File: src/core/qbpl_pkg.sv
package qbpl_pkg;
	// ----------------------------------------
	// Machine cycle timing
	// ----------------------------------------
	localparam int STATES_PER_CYCLE = 6;
	localparam int PHASES_PER_STATE = 2;
	localparam logic [3:0] SLOT_LAST = 4'hB;
	localparam logic [3:0] SLOT_STATE1_PHASE1 = 4'h0;
	localparam logic [3:0] SLOT_S5P1 = 4'h8;
	localparam logic [3:0] SLOT_S5P2 = 4'h9;
	localparam logic [3:0] SLOT_STATE6_PHASE2 = 4'hB;
	// ----------------------------------------
	// Ports and values
	// ----------------------------------------
	localparam int NUM_PORTS = 4;
	localparam logic [7:0] LATCH_RESET = 8'hFF;
	localparam logic [1:0] PORT_ZERO = 2'h0;
	localparam logic [1:0] PORT_ONE = 2'h1;
	localparam logic [1:0] PORT_THREE = 2'h3;
	localparam int BIT_T2_COUNT = 0;
	localparam int BIT_T2_TRIG = 1;
	localparam int BIT_RXD = 0;
	localparam int BIT_TXD = 1;
	localparam int BIT_IRQ0 = 2;
	localparam int BIT_IRQ1 = 3;
	localparam int BIT_T0_COUNT = 4;
	localparam int BIT_T1_COUNT = 5;
	localparam int BIT_WR = 6;
	localparam int BIT_RD = 7;

	typedef enum logic [3:0] {
		OP_NONE = 4'h0,
		OP_READ = 4'h1,
		OP_WRITE = 4'h2,
		OP_ANL = 4'h3,
		OP_ORL = 4'h4,
		OP_XRL = 4'h5,
		OP_INC = 4'h6,
		OP_DEC = 4'h7,
		OP_DJNZ = 4'h8,
		OP_JBC = 4'h9,
		OP_CPL = 4'hA,
		OP_MOVC = 4'hB,
		OP_CLR = 4'hC,
		OP_SETB = 4'hD
	} qbpl_op_t;

	typedef struct packed {
		qbpl_op_t op;
		logic [1:0] port;
		logic [2:0] bit_sel;
		logic [7:0] data;
	} qbpl_req_t;

	typedef struct packed {
		logic timer2_count_input;
		logic timer2_trigger_input;
		logic serial_rx;
		logic ext_irq_zero_input;
		logic ext_irq_one_input;
		logic timer_zero_count_input;
		logic timer_one_count_input;
	} qbpl_alt_in_t;

	typedef struct packed {
		logic serial_rx_out;
		logic serial_tx_out;
		logic wr_strobe_n;
		logic rd_strobe_n;
	} qbpl_alt_out_t;
endpackage

File: src/core/qbpl_timing.sv
`timescale 1ns/1ps
module qbpl_timing (
	// Clock and reset
	input wire logic i_clk,
	input wire logic i_rst_n,
	// Slot position
	output logic [3:0] o_slot
);
	import qbpl_pkg::*;

	always_ff @(posedge i_clk or negedge i_rst_n) begin
		if (!i_rst_n) begin
			o_slot <= SLOT_LAST;
		end else if (o_slot == SLOT_LAST) begin
			o_slot <= SLOT_STATE1_PHASE1;
		end else begin
			o_slot <= o_slot + 4'h1;
		end
	end
endmodule

File: src/core/qbpl_top.sv
`timescale 1ns/1ps
// Notes on behaviour
// RULE1 - Written latch value loads at state6_phase2
// RULE2 - Output buffer captures latch only in phase1
// RULE3 - New value reaches pin at state1_phase1
// RULE4 - Pin reads sample pin in state 5
// RULE5 - Edge means sample differs from previous cycle; the code flags only high-to-low changes
// RULE6 - Source holds each level one machine cycle
// RULE7 - Read-modify-write takes operand from latch
// RULE8 - Other port reads return pin levels
// RULE9 - Listed logic, jump and bit ops read latch
// RULE10 - Bit writes rewrite whole byte, one bit changed
// RULE11 - Instruction kind alone selects latch or pin
// RULE12 - Port one bits 0,1 feed timer 2
// RULE13 - Port three bits 0,1 carry serial lines
// RULE14 - Port three bits 2..5 interrupts, timer inputs
// RULE15 - Port three bits 6,7 memory write/read strobes
// RULE16 - Reset sets every latch bit to one
// RULE17 - Alternate-function pins need latch at one
// RULE18 - Four 8-bit latches, byte and bit writable
module qbpl_top (
	// Clock and reset
	input wire logic I_CLK,
	input wire logic I_RST_N,
	// Core request, one per machine cycle at its last slot
	input wire logic I_REQ_VALID,
	input wire qbpl_pkg::qbpl_req_t I_REQ,
	// Alternate outputs from peripherals
	input wire qbpl_pkg::qbpl_alt_out_t I_ALT_OUT,
	// Pins
	input wire logic [31:0] I_PIN,
	output logic [31:0] O_PIN,
	output logic [31:0] O_PIN_OE_N,
	// Results to core
	output logic [7:0] O_RD_DATA,
	output logic O_RD_VALID,
	output logic [7:0] O_RMW_OPERAND,
	// Sampled alternate inputs and edges, slot position
	output qbpl_pkg::qbpl_alt_in_t O_ALT_IN,
	output qbpl_pkg::qbpl_alt_in_t O_ALT_FALL,
	output logic [3:0] O_SLOT
);
	import qbpl_pkg::*;

	logic [3:0] slot;
	logic [7:0] latch [NUM_PORTS];
	logic [31:0] pin_meta;
	logic [31:0] pin_sync;
	logic [31:0] sample;
	logic [7:0] next_byte;
	logic [7:0] operand;
	logic req_held_valid;
	qbpl_req_t req_held;
	qbpl_alt_in_t alt_now;

	function automatic logic is_rmw(input qbpl_op_t op);
		return (op >= OP_ANL);
	endfunction

	function automatic logic is_bitop(input qbpl_op_t op);
		return (op >= OP_JBC);
	endfunction

	qbpl_timing u_timing (
		.i_clk(I_CLK),
		.i_rst_n(I_RST_N),
		.o_slot(slot)
	);

	// ----------------------------------------
	// Pin synchroniser
	// ----------------------------------------
	always_ff @(posedge I_CLK or negedge I_RST_N) begin
		if (!I_RST_N) begin
			pin_meta <= 32'hFFFFFFFF;
			pin_sync <= 32'hFFFFFFFF;
		end else begin
			pin_meta <= I_PIN;
			pin_sync <= pin_meta;
		end
	end

	// ----------------------------------------
	// Request capture
	// ----------------------------------------
	always_ff @(posedge I_CLK or negedge I_RST_N) begin
		if (!I_RST_N) begin
			req_held_valid <= 1'b0;
			req_held <= '0;
		end else if (slot == SLOT_LAST) begin
			req_held_valid <= I_REQ_VALID;
			req_held <= I_REQ;
		end
	end

	// ----------------------------------------
	// Pin sampling, once per machine cycle
	// ----------------------------------------
	always_ff @(posedge I_CLK or negedge I_RST_N) begin
		if (!I_RST_N) begin
			sample <= 32'hFFFFFFFF;
		end else if (slot == SLOT_S5P2) begin
			sample <= pin_sync; // RULE4
		end
	end

	// Operand source chosen by instruction kind only
	always_comb begin
		operand = latch[req_held.port]; // RULE7 RULE11
		if (!is_rmw(req_held.op)) begin
			operand = pin_sync[req_held.port*8 +: 8]; // RULE8
		end
	end

	always_comb begin
		next_byte = operand;
		unique case (req_held.op)
			OP_WRITE: next_byte = req_held.data;
			OP_ANL: next_byte = operand & req_held.data; // RULE9
			OP_ORL: next_byte = operand | req_held.data;
			OP_XRL: next_byte = operand ^ req_held.data;
			OP_INC: next_byte = operand + 8'h01;
			OP_DEC: next_byte = operand - 8'h01;
			OP_DJNZ: next_byte = operand - 8'h01;
			OP_JBC: next_byte[req_held.bit_sel] = 1'b0; // RULE10
			OP_CPL: next_byte[req_held.bit_sel] = ~operand[req_held.bit_sel];
			OP_MOVC: next_byte[req_held.bit_sel] = req_held.data[0];
			OP_CLR: next_byte[req_held.bit_sel] = 1'b0;
			OP_SETB: next_byte[req_held.bit_sel] = 1'b1;
			default: next_byte = operand;
		endcase
	end

	// ----------------------------------------
	// Read results at state 5
	// ----------------------------------------
	always_ff @(posedge I_CLK or negedge I_RST_N) begin
		if (!I_RST_N) begin
			O_RD_DATA <= 8'h00;
			O_RD_VALID <= 1'b0;
			O_RMW_OPERAND <= 8'h00;
		end else begin
			O_RD_VALID <= 1'b0;
			if (slot == SLOT_S5P1 && req_held_valid && req_held.op != OP_NONE) begin
				O_RD_DATA <= operand; // RULE4 RULE8
				O_RD_VALID <= 1'b1;
				O_RMW_OPERAND <= latch[req_held.port];
			end
		end
	end

	// ----------------------------------------
	// Latches
	// ----------------------------------------
	always_ff @(posedge I_CLK or negedge I_RST_N) begin
		if (!I_RST_N) begin
			for (int p = 0; p < NUM_PORTS; p++) begin
				latch[p] <= LATCH_RESET; // RULE16
			end
		end else if (slot == SLOT_STATE6_PHASE2 && req_held_valid &&
				(req_held.op == OP_WRITE || is_rmw(req_held.op))) begin
			latch[req_held.port] <= next_byte; // RULE1 RULE18
		end
	end

	// ----------------------------------------
	// Output buffer, captures in phase 1 only
	// ----------------------------------------
	always_ff @(posedge I_CLK or negedge I_RST_N) begin
		if (!I_RST_N) begin
			O_PIN <= 32'hFFFFFFFF;
			O_PIN_OE_N <= 32'hFFFFFFFF;
		end else if (slot[0] == 1'b0) begin
			for (int p = 0; p < NUM_PORTS; p++) begin
				for (int b = 0; b < 8; b++) begin
					O_PIN[p*8+b] <= 1'b0;
					O_PIN_OE_N[p*8+b] <= latch[p][b]; // RULE2 RULE3
				end
			end
			// Alternate outputs pull low whatever the latch bit holds
			if (!I_ALT_OUT.serial_rx_out) O_PIN_OE_N[24+BIT_RXD] <= 1'b0; // RULE13 RULE17
			if (!I_ALT_OUT.serial_tx_out) O_PIN_OE_N[24+BIT_TXD] <= 1'b0; // RULE13
			if (!I_ALT_OUT.wr_strobe_n) O_PIN_OE_N[24+BIT_WR] <= 1'b0; // RULE15
			if (!I_ALT_OUT.rd_strobe_n) O_PIN_OE_N[24+BIT_RD] <= 1'b0; // RULE15
		end
	end

	// ----------------------------------------
	// Alternate inputs and edge detection
	// ----------------------------------------
	always_comb begin
		alt_now.timer2_count_input = sample[8+BIT_T2_COUNT]; // RULE12
		alt_now.timer2_trigger_input = sample[8+BIT_T2_TRIG];
		alt_now.serial_rx = sample[24+BIT_RXD]; // RULE13
		alt_now.ext_irq_zero_input = sample[24+BIT_IRQ0]; // RULE14
		alt_now.ext_irq_one_input = sample[24+BIT_IRQ1];
		alt_now.timer_zero_count_input = sample[24+BIT_T0_COUNT];
		alt_now.timer_one_count_input = sample[24+BIT_T1_COUNT];
	end

	always_ff @(posedge I_CLK or negedge I_RST_N) begin
		if (!I_RST_N) begin
			O_ALT_IN <= '1;
			O_ALT_FALL <= '0;
		end else if (slot == SLOT_STATE6_PHASE2) begin
			O_ALT_IN <= alt_now;
			O_ALT_FALL <= O_ALT_IN & ~alt_now; // RULE5 RULE6
		end
	end

	always_ff @(posedge I_CLK or negedge I_RST_N) begin
		if (!I_RST_N) begin
			O_SLOT <= SLOT_LAST;
		end else begin
			O_SLOT <= slot;
		end
	end

	// ----------------------------------------
	// Checks
	// ----------------------------------------
	AST_LATCH_ONLY_STATE6_PHASE2: assert property (@(posedge I_CLK) disable iff (!I_RST_N) // RULE1
		(latch[0] != $past(latch[0])) |-> ($past(slot) == SLOT_STATE6_PHASE2))
		else $error("latch changed outside state6_phase2");
	AST_PIN_PHASE1: assert property (@(posedge I_CLK) disable iff (!I_RST_N) // RULE2
		(O_PIN_OE_N != $past(O_PIN_OE_N)) |-> ($past(slot[0]) == 1'b0))
		else $error("pin changed outside phase1");
	AST_PIN_FOLLOWS: assert property (@(posedge I_CLK) disable iff (!I_RST_N) // RULE3
		(slot == SLOT_STATE1_PHASE1 && latch[1] != $past(latch[1])) |->
		(O_PIN_OE_N[15:8] == $past(latch[1])) ##1 (O_PIN_OE_N[15:8] == latch[1]))
		else $error("pin did not follow latch at state1_phase1");
	AST_RD_AT_S5: assert property (@(posedge I_CLK) disable iff (!I_RST_N) // RULE4
		O_RD_VALID |-> ($past(slot) == SLOT_S5P1))
		else $error("read not in state 5");
	AST_FALL_EDGE: assert property (@(posedge I_CLK) disable iff (!I_RST_N) // RULE5
		(slot == SLOT_STATE1_PHASE1) |-> (O_ALT_FALL.timer_zero_count_input ==
		($past(O_ALT_IN.timer_zero_count_input) && !O_ALT_IN.timer_zero_count_input)))
		else $error("fall without low sample");
	AST_RMW_LATCH: assert property (@(posedge I_CLK) disable iff (!I_RST_N) // RULE7
		(O_RD_VALID && is_rmw(req_held.op)) |-> (O_RD_DATA == O_RMW_OPERAND))
		else $error("rmw did not read latch");
	AST_SETB_BIT: assert property (@(posedge I_CLK) disable iff (!I_RST_N) // RULE10
		(slot == SLOT_STATE6_PHASE2 && req_held_valid && req_held.op == OP_SETB) |=>
		(latch[$past(req_held.port)][$past(req_held.bit_sel)] == 1'b1))
		else $error("setb did not set bit");
	AST_SLOT_WRAP: assert property (@(posedge I_CLK) disable iff (!I_RST_N) // slot wraps from last slot to first
		(slot == SLOT_LAST) |=> (slot == SLOT_STATE1_PHASE1))
		else $error("cycle not twelve slots");
	COV_WRITE: cover property (@(posedge I_CLK) disable iff (!I_RST_N)
		slot == SLOT_STATE6_PHASE2 && req_held_valid && req_held.op == OP_WRITE);
	COV_RMW: cover property (@(posedge I_CLK) disable iff (!I_RST_N)
		O_RD_VALID && is_rmw(req_held.op));
	COV_BIT: cover property (@(posedge I_CLK) disable iff (!I_RST_N)
		O_RD_VALID && is_bitop(req_held.op));
	COV_FALL: cover property (@(posedge I_CLK) disable iff (!I_RST_N)
		O_ALT_FALL.timer2_count_input);
endmodule

File: config.mk
export PLATFORM = sky130hd
export DESIGN_NAME = qbpl_top
export DESIGN_NICKNAME = d
export VERILOG_FILES = /design/src/core/qbpl_pkg.sv /design/src/core/qbpl_timing.sv /design/src/core/qbpl_top.sv
export SDC_FILE = /design/constraint.sdc
export NUM_CORES = 1
export LEC_CHECK = 0
export ABC_AREA = 0
export BUFFER_PORTS_ARGS = -buffer_cell sky130_fd_sc_hd__buf_2
export CELL_PAD_IN_SITES_DETAIL_PLACEMENT = 0
export CELL_PAD_IN_SITES_GLOBAL_PLACEMENT = 1
export CORE_MARGIN = 3
export CORE_UTILIZATION = 28
export CTS_CLUSTER_SIZE = 25
export DETAILED_ROUTE_END_ITERATION = 10
export GPL_TIMING_DRIVEN = 0
export PLACE_DENSITY_LB_ADDON = 0.2
export SKIP_CTS_REPAIR_TIMING = 1
export SYNTH_ARGS = -nofsm -noshare
export SYNTH_HDL_FRONTEND = slang
export SYNTH_HIERARCHICAL = 1
export SYNTH_SLANG_ARGS = --single-unit
export TNS_END_PERCENT = 30
File: constraint.sdc
create_clock -name I_CLK -period 6.9 [get_ports I_CLK]
set_clock_uncertainty 0.2 [all_clocks]
set_input_delay 0.345 -clock I_CLK [delete_from_list [all_inputs] [get_ports I_CLK]]
set_output_delay 0.345 -clock I_CLK [all_outputs]
set_load 0.01 [all_outputs]
==> flow_metrics.py <==
metrics = {
    "final_layout": {
        "syn_to_final_growth_pct": 27.22,
        "multiInputGateArea_um2": 3617,
        "insertedDiodeCount": 0,
        "final_cell_mix": "buf_2 (166), dfstp_2 (149), nand2_1 (130)",
        "layout_commonest_cell": "buf_2",
        "fill_cells": 3199,
        "final_cell_count_no_fill": 1478,
        "layout-drive-gt1-share": 0.4573,
        "nets": 1093,
        "seqCellArea_um2": 5016,
    },
    "setup_path": {
        "rrSetupSlack_ns": 2.56,
        "cp-end-kind": "flip-flop",
        "arrival_ns": 4.51,
        "r2r-end": "latch[17]$_DFFE_PN1P_",
        "endpoint": "latch[17]$_DFFE_PN1P_",
        "required_ns": 7.07,
        "r2r.worst_path.cells": 12,
        "crit_path_start": "req_held[12]$_DFFE_PN0N_",
        "regToRegStartpoint": "req_held[12]$_DFFE_PN0N_",
        "critPathKind": "reg2reg",
        "start_kind": "flip-flop",
        "cp_max_fo": 10,
    },
    "timing": {
        "slew_violations": 0,
        "worst_slew_pin_slew_ns": 1.002,
        "rsz0062_at_grt": "no",
        "fin_crit_sh": 0.6289,
        "hold_viol_final": 0,
        "tns_ns": 0,
        "layout_min_cycle_time_ns": 4.339,
        "slew-limit-headroom": 0.3317,
        "clock.fmax_ghz": 0.2305,
        "finalSetupViolCount": 0,
    },
    "job": {
        "drv_cap": 0,
    },
    "clocking": {
        "cts_tree": "built",
        "htree_levels": 4,
        "clock_latency_ns": 0.44,
        "clk_pin_slew_ns": 0.07,
        "clock_path_buffers": 2,
        "cts_buffers": 17,
        "ctsRootBufferMaster": "clkbuf_16",
        "clock-sinks": 193,
    },
    "place": {
        "gp_congestion": 0.8900,
        "place_inst": 1391,
        "place.port_buffers": 154,
        "dp_hpwl_um": 20040,
    },
    "floorplanning": {
        "die_x_um": 186.5,
        "coreArea_um2": 31800,
        "dieArea_um2": 34770,
        "start_util": 0.2868,
        "ioPinCount": 155,
        "core.rowCount": 65,
        "dieHeight_um": 186.5,
    },
    "drt": {
        "drc": 0,
        "viasPerCell": 4.711,
        "num_vias": 6963,
        "wl_um": 27350,
        "ant_nets": 0,
        "drt_pass1_iterations": 6,
        "wire_per_inst_um": 18.51,
        "initialDrtViolationCount": 417,
    },
    "grt": {
        "grt_pass1_vias": 6870,
        "grt_pass1_wl_um": 42300,
        "track_usage": 0.1571,
        "grt_max_degree": 109,
        "antenna_found_initial": 0,
        "gr-total-overflow": 0,
    },
    "logic_synthesis": {
        "ys_seq_area_frac": 0.5501,
        "syn_inst": 801,
        "synth_flop_cell": "dfstp_2",
        "synth_area_um2": 9119,
        "async_flop_share": 1.000,
        "ys_ff_latch": 193,
        "yosys_warnings": 6,
        "synthesis.nets": 864,
        "synth_edf_count": 0,
        "postSynthAreaPerCell_um2": 11.38,
        "ys_types": 77,
    },
    "hold_path": {
        "hp-class": "reg2reg",
    },
    "pwr": {
        "ir_drop_mv": 0.1911,
        "p_per_area_nw_per_um2": 227.0,
        "finalPower_w": 0.002633,
        "p_leak_nw": 5.085,
    },
    "status": {
        "outcome": "finished clean",
    },
}
## where the power goes
part           switching [W]  internal [W]  total, W  leakage (nW)
clock network       0.000489      0.000488  0.000976         0.288
logic               0.000219      0.000156  0.000375          2.69
registers          0.0000403       0.00124   0.00128          2.11
## worst max-delay path: stages, from the launching register on
cell and delay (ns):
dfrtp_1 0.35, clkbuf_1 0.34, buf_2 0.40, mux4_2 0.42, mux2i_1 0.69, xnor2_1 0.13
ha_1 0.37, a22o_1 0.25, a21oi_1 0.16, o221ai_1 0.16, o21ai_0 0.20, o21ai_1 0.23
mux2_2 0.37
## synth_stat cells (all sizes together) (4+ instances only)
cell type  instances  area (um^2)
a22oi              4        35.03
nor4               5        37.53
o21ai             49        245.2
buf               49        327.8
nand2            130        488.0
o211ai             6        50.05
a31oi             15        93.84
and2               8        50.05
ha                 7        87.58
a211oi             7        57.55
nand3b             5        37.54
inv               10        37.54
nand2b            12        75.07
o21bai             4        30.03
nor2              29        108.9
nand4              4        25.02
nor2b              4        25.02
o22ai              5        31.28
a22o               4        35.03
clkbuf            29        108.9
dfrtp             44         1101
nand3             13        65.06
a21oi             41        209.0
mux4              16        367.9
mux2i             11        130.1
dfstp            149         3915
and3               5        31.28
a221oi             5        50.04
mux2              63        709.4
and3b              4        35.03
nor3               6        30.03
## stage by stage
step                setup WS [ns]  utilization  cell area (um^2)  hold WS (ns)
detailed placement          2.547       0.3293             10470        0.1468
global placement            2.093       0.3281             10430        0.1461
floorplan                   3.695            -              9119       -0.1506
finish                      2.561       0.3648             11600        0.1568
global route                2.256       0.3648             11600        0.1600
CTS                         2.520       0.3475             11050       -0.3018
## area by class of cell
| type | count | share of cell area |
|---|---|---|
| Multi-Input combinational cell | 517 | 0.3118 |
| Tap cell | 435 | 0.04692 |
| Buffer | 78 | 0.03764 |
| Clock buffer | 17 | 0.03667 |
| Timing Repair Buffer | 210 | 0.1171 |
| Clock inverter | 15 | 0.01327 |
| Inverter | 13 | 0.004206 |
| Sequential cell | 193 | 0.4324 |
## layer usage
metal,vias up,global-route usage,share of wire
met5,-,0,0
met4,0,0.04536,0.016
met3,24,0.03438,0.042
met2,180,0.2554,0.48
met1,3456,0.2122,0.46
li1,3303,-,-
## how the worst min path moves through the flow
| stage | startpoint | end | slack, ns | cells past startpoint |
|---|---|---|---|---|
| floorplan | I_RST_N | O_ALT_FALL[0]$_DFFE_PN0N_ | -0.15 | 0 |
| global placement | pin_meta[3]$_DFF_PN1_ | pin_sync[3]$_DFF_PN1_ | 0.15 | 0 |
| detailed placement | pin_meta[0]$_DFF_PN1_ | pin_sync[0]$_DFF_PN1_ | 0.15 | 0 |
| CTS | I_RST_N | req_held[10]$_DFFE_PN0N_ | -0.30 | 1 |
| global route | pin_meta[13]$_DFF_PN1_ | pin_sync[13]$_DFF_PN1_ | 0.16 | 0 |
| finish | pin_meta[0]$_DFF_PN1_ | pin_sync[0]$_DFF_PN1_ | 0.16 | 0 |
## kinds of logic (layout without fill, tap and decap cells)
family | after synthesis | in the layout | share of synthesized area
flip-flops | 193 | 193 | 0.5501
buffers and inverters | 91 | 333 | 0.05324
AO/OA/AOI/OAI | 171 | 171 | 0.1210
multiplexers | 90 | 90 | 0.1324
adder cells (fa/ha/maj) | 7 | 7 | 0.009604
XOR/XNOR | 4 | 4 | 0.003843
AND/OR/NAND/NOR | 245 | 245 | 0.1298
## state kept, by name (all words and copies together), names as in the netlist, 8 cells and up
| register | cells |
|---|---|
| O_RMW_OPERAND | 8 |
| O_RD_DATA | 8 |
| req_held | 17 |
| O_PIN_OE_N | 32 |
| pin_sync | 32 |
| pin_meta | 32 |
| latch | 32 |
(Power assumes the default switching activity.)
